$ cat src/rvlm_defs.vh
// Constants for the regulator volatile location map.
// Assumes a Wishbone slave with 32-bit data, one location per aligned word.
`ifndef RVLM_DEFS_VH
`define RVLM_DEFS_VH

// Location indices; byte address is four times the index.
`define RVLM_IDX_VOLT_KNOB    8'h20
`define RVLM_IDX_STABILITY_KNOB_KNOB    8'h21
`define RVLM_IDX_USPD_KNOB    8'h22
`define RVLM_IDX_EXC_KNOB     8'h23
`define RVLM_IDX_REG_VOLT     8'h24
`define RVLM_IDX_FREQ         8'h25
`define RVLM_IDX_ALARM        8'h26
`define RVLM_IDX_ACT_CFG      8'h27
`define RVLM_IDX_CMD          8'h28
`define RVLM_IDX_EXT_LVL      8'h29
`define RVLM_IDX_SETPT        8'h2A
`define RVLM_IDX_ADJ_SETPT    8'h2B
`define RVLM_IDX_MEAS_VOLT    8'h2C
`define RVLM_IDX_TEMP         8'h2D
`define RVLM_IDX_REMOTE_REF   8'h31
`define RVLM_IDX_KP           8'h35
`define RVLM_IDX_KI           8'h36
`define RVLM_IDX_OVEREXC      8'h37
`define RVLM_IDX_UNDEREXC     8'h38

// Active-configuration and alarm bit positions.
`define RVLM_CFG_RMS          0
`define RVLM_CFG_PERIODIC     1
`define RVLM_CFG_OFFSET       2
`define RVLM_CFG_WIN32        3
`define RVLM_CFG_JUMPER       4
`define RVLM_CFG_REMOTE_RAM   7
`define RVLM_CFG_VOLT_KNOB    8
`define RVLM_CFG_STABILITY_KNOB_KNOB    9
`define RVLM_CFG_USPD_KNOB    10
`define RVLM_CFG_EXC_KNOB     11
`define RVLM_CFG_EXT_IN       12
`define RVLM_CFG_EXT_DAC      13
`define RVLM_CFG_60HZ         14
`define RVLM_ALARM_JUMPER     4

// Range limits.
`define RVLM_VOLT_MAX         16'h0C80
`define RVLM_FREQ_MAX         16'h0384
`define RVLM_VAL_MAX          16'h7FFF

// Reset values.
`define RVLM_CFG_RESET        16'h1F3D
`define RVLM_REF_RESET        16'h0000

// Window lengths of the voltage measurement.
`define RVLM_WIN_SHORT        7'h20
`define RVLM_WIN_LONG         7'h40

`endif

$ cat src/rvlm_map.v
// Volatile location map of a digital generator voltage regulator.
// Assumes a classic Wishbone master with 32-bit data; regulator values arrive on same-clock ports.
// Function
// - Location 36 reads regulated voltage in tenths of a volt, up to 3200.
// - Location 37 reads generator frequency in tenths of a hertz, up to 900.
// - Location 41 reads remote input or external potentiometer level, 0 to 32767.
// - Location 43 reads altered working setpoint; location 42 reads unaltered setpoint.
// - Location 45 reads exciter winding temperature estimate, 0 to 32767.
// - Location 49 steers voltage only with external input off and bit 7 set.
// - Locations 53 and 54 read scaled proportional and integral gains.
// - Location 55 reads the overexcitation protection trip threshold.
// - Location 56 reads the underexcitation observer value.
// - Location 39 active configuration is refreshed every cycle.
// - Bit 0 means RMS regulation, bit 1 periodic reference variation.
// - Bit 2 means automatic offset compensation of voltage channels enabled.
// - Bit 3 selects a 32-sample voltage window, else 64 samples.
// - Bit 7 means remote RAM voltage control or input saturation on overflow.
// - Bits 8 to 11 enable reading of the four knobs, one each; the map reads all four knobs whatever these bits hold.
// - Bit 12 enables external voltage input, bit 13 external converter output.
// - Bit 14 selects 60 Hz only when alarm bit 4 and config bit 4 are zero.
// - Word reads 7997 or 24365 for RMS, 7984 or 24352 for averaging.
// - With bit 7 clear, reference tracks stored parameter and host writes are void.
// - Active configuration bits follow the configuration parameter bit for bit.

`timescale 1ns/10ps
`default_nettype none
`include "rvlm_defs.vh"

module rvlm_map (
  // Clock and reset.
  input  wire        clk_i,
  input  wire        rst_i,
  // Wishbone slave.
  input  wire        wb_cyc_i,
  input  wire        wb_stb_i,
  input  wire        wb_we_i,
  input  wire [9:0]  wb_adr_i,
  input  wire [3:0]  wb_sel_i,
  input  wire [31:0] wb_dat_i,
  output reg  [31:0] wb_dat_o,
  output reg         wb_ack_o,
  output reg         wb_err_o,
  // Regulator values.
  input  wire [15:0] volt_knob_i,
  input  wire [15:0] stability_knob_knob_i,
  input  wire [15:0] uspd_knob_i,
  input  wire [15:0] exc_knob_i,
  input  wire [15:0] reg_volt_i,
  input  wire [15:0] freq_i,
  input  wire [15:0] alarm_i,
  input  wire [15:0] ext_lvl_i,
  input  wire [15:0] setpt_i,
  input  wire [15:0] adj_setpt_i,
  input  wire [15:0] meas_volt_i,
  input  wire [15:0] temp_i,
  input  wire [15:0] kp_i,
  input  wire [15:0] ki_i,
  input  wire [15:0] overexc_i,
  input  wire [15:0] underexc_i,
  // Configuration parameter and stored reference.
  input  wire [15:0] cfg_param_i,
  input  wire [15:0] stored_ref_i,
  // Derived control.
  output reg  [15:0] active_ref_o,
  output reg         use_remote_ref_o,
  output reg         freq_60hz_o,
  output reg  [6:0]  volt_window_o,
  output reg  [15:0] command_o,
  output reg         command_stb_o
);

  reg  [15:0] act_cfg_r;
  reg  [15:0] remote_ref_r;
  reg  [15:0] rd_nxt;
  reg         hit_nxt;
  wire        req;
  wire        wr_ok;
  wire [7:0]  idx;

  // Clips a value to a documented ceiling.
  function [15:0] clip;
    input [15:0] v;
    input [15:0] lim;
    begin
      clip = (v > lim) ? lim : v;
    end
  endfunction

  assign req   = wb_cyc_i & wb_stb_i & ~wb_ack_o & ~wb_err_o;
  assign idx   = wb_adr_i[9:2];
  // Only the low lanes carry the 16-bit locations, so both must be enabled to write.
  assign wr_ok = req & wb_we_i & hit_nxt & wb_sel_i[0] & wb_sel_i[1];

  // The configuration word is resampled every cycle so reads never lag by more than one.
  always @(posedge clk_i) begin
    if (rst_i) begin
      act_cfg_r <= `RVLM_CFG_RESET;
    end else begin
      act_cfg_r <= cfg_param_i;
    end
  end

  always @* begin
    hit_nxt = 1'b1;
    rd_nxt  = 16'h0000;
    case (idx)
      `RVLM_IDX_VOLT_KNOB:  rd_nxt = clip(volt_knob_i, `RVLM_VAL_MAX);
      `RVLM_IDX_STABILITY_KNOB_KNOB:  rd_nxt = clip(stability_knob_knob_i, `RVLM_VAL_MAX);
      `RVLM_IDX_USPD_KNOB:  rd_nxt = clip(uspd_knob_i, `RVLM_VAL_MAX);
      `RVLM_IDX_EXC_KNOB:   rd_nxt = clip(exc_knob_i, `RVLM_VAL_MAX);
      `RVLM_IDX_REG_VOLT:   rd_nxt = clip(reg_volt_i, `RVLM_VOLT_MAX);
      `RVLM_IDX_FREQ:       rd_nxt = clip(freq_i, `RVLM_FREQ_MAX);
      `RVLM_IDX_ALARM:      rd_nxt = alarm_i;
      `RVLM_IDX_ACT_CFG:    rd_nxt = act_cfg_r;
      `RVLM_IDX_CMD:        rd_nxt = 16'h0000;
      `RVLM_IDX_EXT_LVL:    rd_nxt = clip(ext_lvl_i, `RVLM_VAL_MAX);
      `RVLM_IDX_SETPT:      rd_nxt = clip(setpt_i, `RVLM_VAL_MAX);
      `RVLM_IDX_ADJ_SETPT:  rd_nxt = clip(adj_setpt_i, `RVLM_VAL_MAX);
      `RVLM_IDX_MEAS_VOLT:  rd_nxt = clip(meas_volt_i, `RVLM_VAL_MAX);
      `RVLM_IDX_TEMP:       rd_nxt = clip(temp_i, `RVLM_VAL_MAX);
      `RVLM_IDX_REMOTE_REF: rd_nxt = remote_ref_r;
      `RVLM_IDX_KP:         rd_nxt = clip(kp_i, `RVLM_VAL_MAX);
      `RVLM_IDX_KI:         rd_nxt = clip(ki_i, `RVLM_VAL_MAX);
      `RVLM_IDX_OVEREXC:    rd_nxt = clip(overexc_i, `RVLM_VAL_MAX);
      `RVLM_IDX_UNDEREXC:   rd_nxt = clip(underexc_i, `RVLM_VAL_MAX);
      default:              hit_nxt = 1'b0;
    endcase
  end

  // One-cycle answer; unmapped indices end with err instead of ack.
  always @(posedge clk_i) begin
    if (rst_i) begin
      wb_ack_o      <= 1'b0;
      wb_err_o      <= 1'b0;
      wb_dat_o      <= 32'h00000000;
      command_o     <= 16'h0000;
      command_stb_o <= 1'b0;
    end else begin
      wb_ack_o      <= req & hit_nxt;
      wb_err_o      <= req & ~hit_nxt;
      command_stb_o <= 1'b0;
      if (req & ~wb_we_i & hit_nxt) begin
        wb_dat_o <= {16'h0000, rd_nxt};
      end
      // Writes land only in the command and reference words; the rest are ignored.
      if (wr_ok && idx == `RVLM_IDX_CMD) begin
        command_o     <= wb_dat_i[15:0];
        command_stb_o <= 1'b1;
      end
    end
  end

  // With bit 7 clear the reference mirrors the stored parameter and host writes are dropped.
  always @(posedge clk_i) begin
    if (rst_i) begin
      remote_ref_r <= `RVLM_REF_RESET;
    end else if (!act_cfg_r[`RVLM_CFG_REMOTE_RAM]) begin
      remote_ref_r <= clip(stored_ref_i, `RVLM_VAL_MAX);
    end else if (wr_ok && idx == `RVLM_IDX_REMOTE_REF) begin
      remote_ref_r <= clip(wb_dat_i[15:0], `RVLM_VAL_MAX);
    end
  end

  always @(posedge clk_i) begin
    if (rst_i) begin
      use_remote_ref_o <= 1'b0;
      active_ref_o     <= 16'h0000;
      freq_60hz_o      <= 1'b0;
      volt_window_o    <= `RVLM_WIN_LONG;
    end else begin
      use_remote_ref_o <= act_cfg_r[`RVLM_CFG_REMOTE_RAM] & ~act_cfg_r[`RVLM_CFG_EXT_IN];
      active_ref_o     <= remote_ref_r;
      freq_60hz_o      <= act_cfg_r[`RVLM_CFG_60HZ] & ~act_cfg_r[`RVLM_CFG_JUMPER]
                          & ~alarm_i[`RVLM_ALARM_JUMPER];
      volt_window_o    <= act_cfg_r[`RVLM_CFG_WIN32] ? `RVLM_WIN_SHORT : `RVLM_WIN_LONG;
    end
  end

  // Bits 8 to 11, 13 and 15 are passed through untouched; their consumers sit outside this map.

endmodule // rvlm_map

`default_nettype wire

$ cat config.mk
export PLATFORM = sky130hd
export DESIGN_NAME = rvlm_map
export DESIGN_NICKNAME = d
export VERILOG_FILES = /design/src/rvlm_map.v
export VERILOG_INCLUDE_DIRS = /design/src
export SDC_FILE = /design/constraint.sdc
export NUM_CORES = 1
export LEC_CHECK = 0
export CAP_MARGIN = 20
export CORE_AREA = 2 2 159 161
export DETAILED_ROUTE_END_ITERATION = 10
export DIE_AREA = 0 0 161 163
export DONT_BUFFER_PORTS = 1
export PLACE_DENSITY = 0.39
export SLEW_MARGIN = 40
export SYNTH_ARGS = -nofsm -noshare
export SYNTH_HDL_FRONTEND = slang
export SYNTH_SLANG_ARGS = --single-unit
$ cat constraint.sdc
create_clock -name clk_i -period 1.7 [get_ports clk_i]
set_input_delay 0.085 -clock clk_i [delete_from_list [all_inputs] [get_ports clk_i]]
set_output_delay 0.085 -clock clk_i [all_outputs]
set_load 0.01 [all_outputs]
==> results summary <==
The cell area power density came out at 646 nW/um^2. For this run, the leading register cell type out of synthesis is sky130_fd_sc_hd__dfxtp_1. The total core area came out at 24700 um^2. The via count of the first global-routing pass came out at approximately 7500. The max capacitance violation total is 0. The total die area came out at 26200 um^2.

The number of I/O port buffers came out at 0. The total setup violations reported at the end of the flow came out at 0. The path class of the tightest hold or removal check is primary input to register. The final reports fail on hold timing.

The synthesized design devotes to its leading area cell type 27.9% of total area. Measured along the y axis, the die boundary spans 163 um. In the post-synthesis netlist, the biggest area contributors are sky130_fd_sc_hd__dfxtp_1 (28%), sky130_fd_sc_hd__o21ai_0 (6.1%), sky130_fd_sc_hd__nand2_1 (5.5%), sky130_fd_sc_hd__nor2_1 (5.2%), sky130_fd_sc_hd__a21oi_1 (5.0%).

The portion of total power attributed to the clock network came out at 42.8%. The clock tree skew after final layout came out at 0.0111 ns. TritonCTS built the clock tree. The fraction of the yosys area taken by sequential cells came out at 27.9%.

The die is between 150 and 200 um wide. The detailed-route vias per instance is around 5.9. The area taken by flip-flops and latches is 1740 um^2. The multi-input combinational cells in the finished layout cover a total of 4230 um^2.

The worst-case hold slack came out at -0.0218 ns. The number of clock buffers added by TritonCTS is 9. The deepest clock path buffer count is 2. Summed over all instances, the cell type with the most area after synthesis is sky130_fd_sc_hd__dfxtp_1.

The number of antenna violations at the first check in global routing came out at 10. The cell row count came out at 58. The type of destination of the critical path is a register.

The number of clock sinks came out at slightly below 90. The yosys synthesis warning count came out at 0. The post-synthesis async set-or-reset flop share came out at 0%. The part of the cycle the worst path needs is 99.3%. The number of inserted filler cells in the final layout is 2698. Counting distinct cell types in the post-synthesis netlist gives 81. The fraction of power consumed by sequential logic came out at 41.3%. Clock latency on the worst-skew pair, taken at its later pin, is 0.35 ns. The effective utilization at floorplan is between 20% and 30%. The switching share of power came out at 28.3%. After detailed routing, the average wire length per cell comes to ~32 um. Internal power comes to 3.79 mW.

The critical path in this run is classified as register to register. Detailed placement finished with a half-perimeter wire length of 31300 um. The launching element type of the critical path is a register. The minimum period implied by the final worst setup slack came out at 1.69 ns. The worst endpoint data arrival time is 1.93 ns. The CTS H-tree depth came out at 3. Of the cells placed in the final design, the portion with a size suffix greater than 1 is 18.8%. The required time reported for the critical path endpoint is roughly 1.9 ns. In the routed design, unresolved DRC markers number 0.

The count of flip-flops with a built-in enable after synthesis is 0. Synthesis produced a netlist whose cell count is roughly 850. The post-layout total power is 5.29 mW.

The highest achievable clock rate is between 500 and 600 MHz. The share of total power dissipated in combinational logic is 15.8%. The max-slew violation count came to 0. The detailed router finished its first iteration with 709 violations. Summing every instance area after synthesis gives 6230 um^2. The cell sitting at the root of the clock tree is a sky130_fd_sc_hd__clkbuf_16. The area growth from synthesis to final layout is 31.4%.

Headroom to the max-slew limit came out at 58.4%. The static leakage came out at 2.85 nW. The number of iterations in the first detailed-routing pass is 5. The weighted congestion at the end of routability-driven global placement is 0.927. In the global route stage, overall resource usage came out at 29.6%. The final layout contains 1282 nets.

The total negative slack is 0 ns. The transition time at the pin with the least slew margin came out at 0.617 ns. The largest vdd supply drop came out at roughly 0.42 mV. Setup repair after global routing could not meet its margin everywhere. The number of hold violations in the final report is 3. The count of state elements after synthesis came out at 87. After clock tree synthesis, the clock-pin slew on the worst setup and hold paths is ~0.070 ns. The largest net degree at the start of global routing is between 60 and 70. The number of top-level pins is 415. The analysis attributes to net switching a power of roughly 1.5 mW.

The first global-routing pass estimated 55700 um of wire. The worst-path maximum fanout is 10. The count of vias placed by the detailed router came out at 7627.

The routed design has 40800 um of wire. The post-detailed-route count of antenna-violating nets came out at 0. Dividing the synthesized area by the synthesized cell count gives roughly 7.3 um^2. The flow ran to the end, but the final reports show violations. The total overflow left after global routing is 0.
-- cell usage in the layout, fill, tap and decap left out, types with 14 or more instances in the layout --
master / instances
sky130_fd_sc_hd__nor2b_1: 26
sky130_fd_sc_hd__nor4_1: 15
sky130_fd_sc_hd__conb_1: 21
sky130_fd_sc_hd__nor2_1: 86
sky130_fd_sc_hd__nand3_1: 20
sky130_fd_sc_hd__buf_4: 81
sky130_fd_sc_hd__nor3_1: 25
sky130_fd_sc_hd__o22ai_1: 19
sky130_fd_sc_hd__dfxtp_1: 85
sky130_fd_sc_hd__o21ai_0: 73
sky130_fd_sc_hd__dlygate4sd3_1: 54
sky130_fd_sc_hd__nand2_1: 88
sky130_fd_sc_hd__or2_2: 14
sky130_fd_sc_hd__o211ai_1: 32
sky130_fd_sc_hd__a21oi_1: 61
-- power groups by stage --
| stage | registers [mW] | logic [mW] | clock network [mW] |
|---|---|---|---|
| 5_1_grt | 2.20 | 0.889 | 2.38 |
| 3_3_place_gp | 2.24 | 0.674 | 0 |
| 4_1_cts | 2.19 | 0.819 | 2.29 |
| 3_5_place_dp | 2.23 | 0.671 | 0 |
| 2_1_floorplan | 2.20 | 0.552 | 0 |
| 6_report | 2.19 | 0.837 | 2.27 |
-- cells in the mapped netlist (all sizes together) (3+ instances only) --
| cell type | instances |
|---|---|
| a2111oi | 5 |
| a211oi | 5 |
| a21o | 3 |
| a21oi | 62 |
| a221o | 4 |
| a22oi | 5 |
| a2bb2oi | 3 |
| a31oi | 9 |
| a32oi | 10 |
| and2 | 3 |
| and3 | 3 |
| buf | 52 |
| clkbuf | 41 |
| dfxtp | 87 |
| inv | 7 |
| nand2 | 93 |
| nand2b | 13 |
| nand3 | 23 |
| nand4 | 4 |
| nor2 | 91 |
| nor2b | 26 |
| nor3 | 27 |
| nor3b | 6 |
| nor4 | 20 |
| nor4b | 7 |
| o2111ai | 4 |
| o211a | 4 |
| o211ai | 32 |
| o21a | 3 |
| o21ai | 82 |
| o221ai | 13 |
| o22ai | 19 |
| o2bb2ai | 3 |
| o311ai | 8 |
| o31ai | 3 |
| o32a | 3 |
| o32ai | 7 |
| o41ai | 6 |
| or2 | 16 |
| or3 | 6 |
| or4 | 5 |
-- worst max-delay path, cell delays in order (launching register included) --
cell and delay [ns]:
sky130_fd_sc_hd__dfxtp_2 0.32, sky130_fd_sc_hd__nand4bb_4 0.22, sky130_fd_sc_hd__nand2b_4 0.18, sky130_fd_sc_hd__o21bai_4 0.23, sky130_fd_sc_hd__o21ba_4 0.30, sky130_fd_sc_hd__a221o_1 0.33
-- through the flow --
step / cell area [um^2] / cells / hold WS [ns] / util (%) / setup WS [ns]
CTS: 8030 / 1274 / -0.0264 / 32.5 / -0.0376
global placement: 7060 / 1202 / 0.166 / 28.6 / -0.204
detailed placement: 7060 / 1202 / 0.167 / 28.6 / -0.214
global route: 8190 / 1280 / 0.00306 / 33.2 / -0.0852
finish: 8190 / 1282 / -0.0218 / 33.2 / 0.0121
floorplan: 6330 / 873 / 0.164 / - / -0.0667
-- per-layer routing --
metal	share of wire [%]	vias up	routed length (um)	global-route usage [%]
li1	-	3358	-	-
met1	37	3667	15100	34.4
met2	49	492	19900	52.0
met3	10	102	4190	8.66
met4	4.0	8	1620	10.7
met5	0.14	-	57	0
-- final timing paths --
kind | from | to | slack [ns] | cells after the start
worst max-delay path | wb_ack_o$_SDFF_PP0_ | wb_dat_o[5]$_SDFFE_PP0P_ | 0.01 | 5
worst min-delay path | stored_ref_i[1] | remote_ref_r[1]$_SDFFE_PP0P_ | -0.02 | 2
worst max register to register | wb_ack_o$_SDFF_PP0_ | wb_dat_o[5]$_SDFFE_PP0P_ | 0.01 | 5
worst min register to register | remote_ref_r[11]$_SDFFE_PP0P_ | remote_ref_r[11]$_SDFFE_PP0P_ | 0.48 | 2
-- area by class of cell --
type	count	share of cell area, %
multi-input cells	687	51.7
flip-flops and latches	87	21.3
repair buffers	151	17.7
well taps	330	5.04
clock buffers	9	2.75
clock inverters	6	1.13
inverters	7	0.321
diodes	5	0.153
-- flip-flops by register name, indices dropped and copies added, names as in the netlist, 2 cells and up --
| register | count |
|---|---|
| volt_window_o | 2 |
| command_o | 16 |
| act_cfg_r | 16 |
| remote_ref_r | 16 |
| active_ref_o | 16 |
| wb_dat_o | 16 |
-- timing repair --
action                                  4_1_cts  5_1_grt
gates cloned                                  1        1
pin swaps                                     5        5
endpoints found under the setup margin       44       45
hold buffers                                 55        0
gates resized for setup                      11       28
buffers inserted                              1        2
hold endpoints to repair                     77        0
-- logic make-up (layout without fill, tap and decap cells) --
kind of cell | Yosys count | in the layout | synth area share, %
AO/OA/AOI/OAI | 312 | 312 | 33.6
multiplexers | 1 | 1 | 0.181
buffers and inverters | 100 | 173 | 8.17
AND/OR/NAND/NOR | 352 | 353 | 30.0
flip-flops | 87 | 87 | 27.9
other | 1 | 26 | 0.0602
Note: power is estimated with default switching activity, not from simulation.
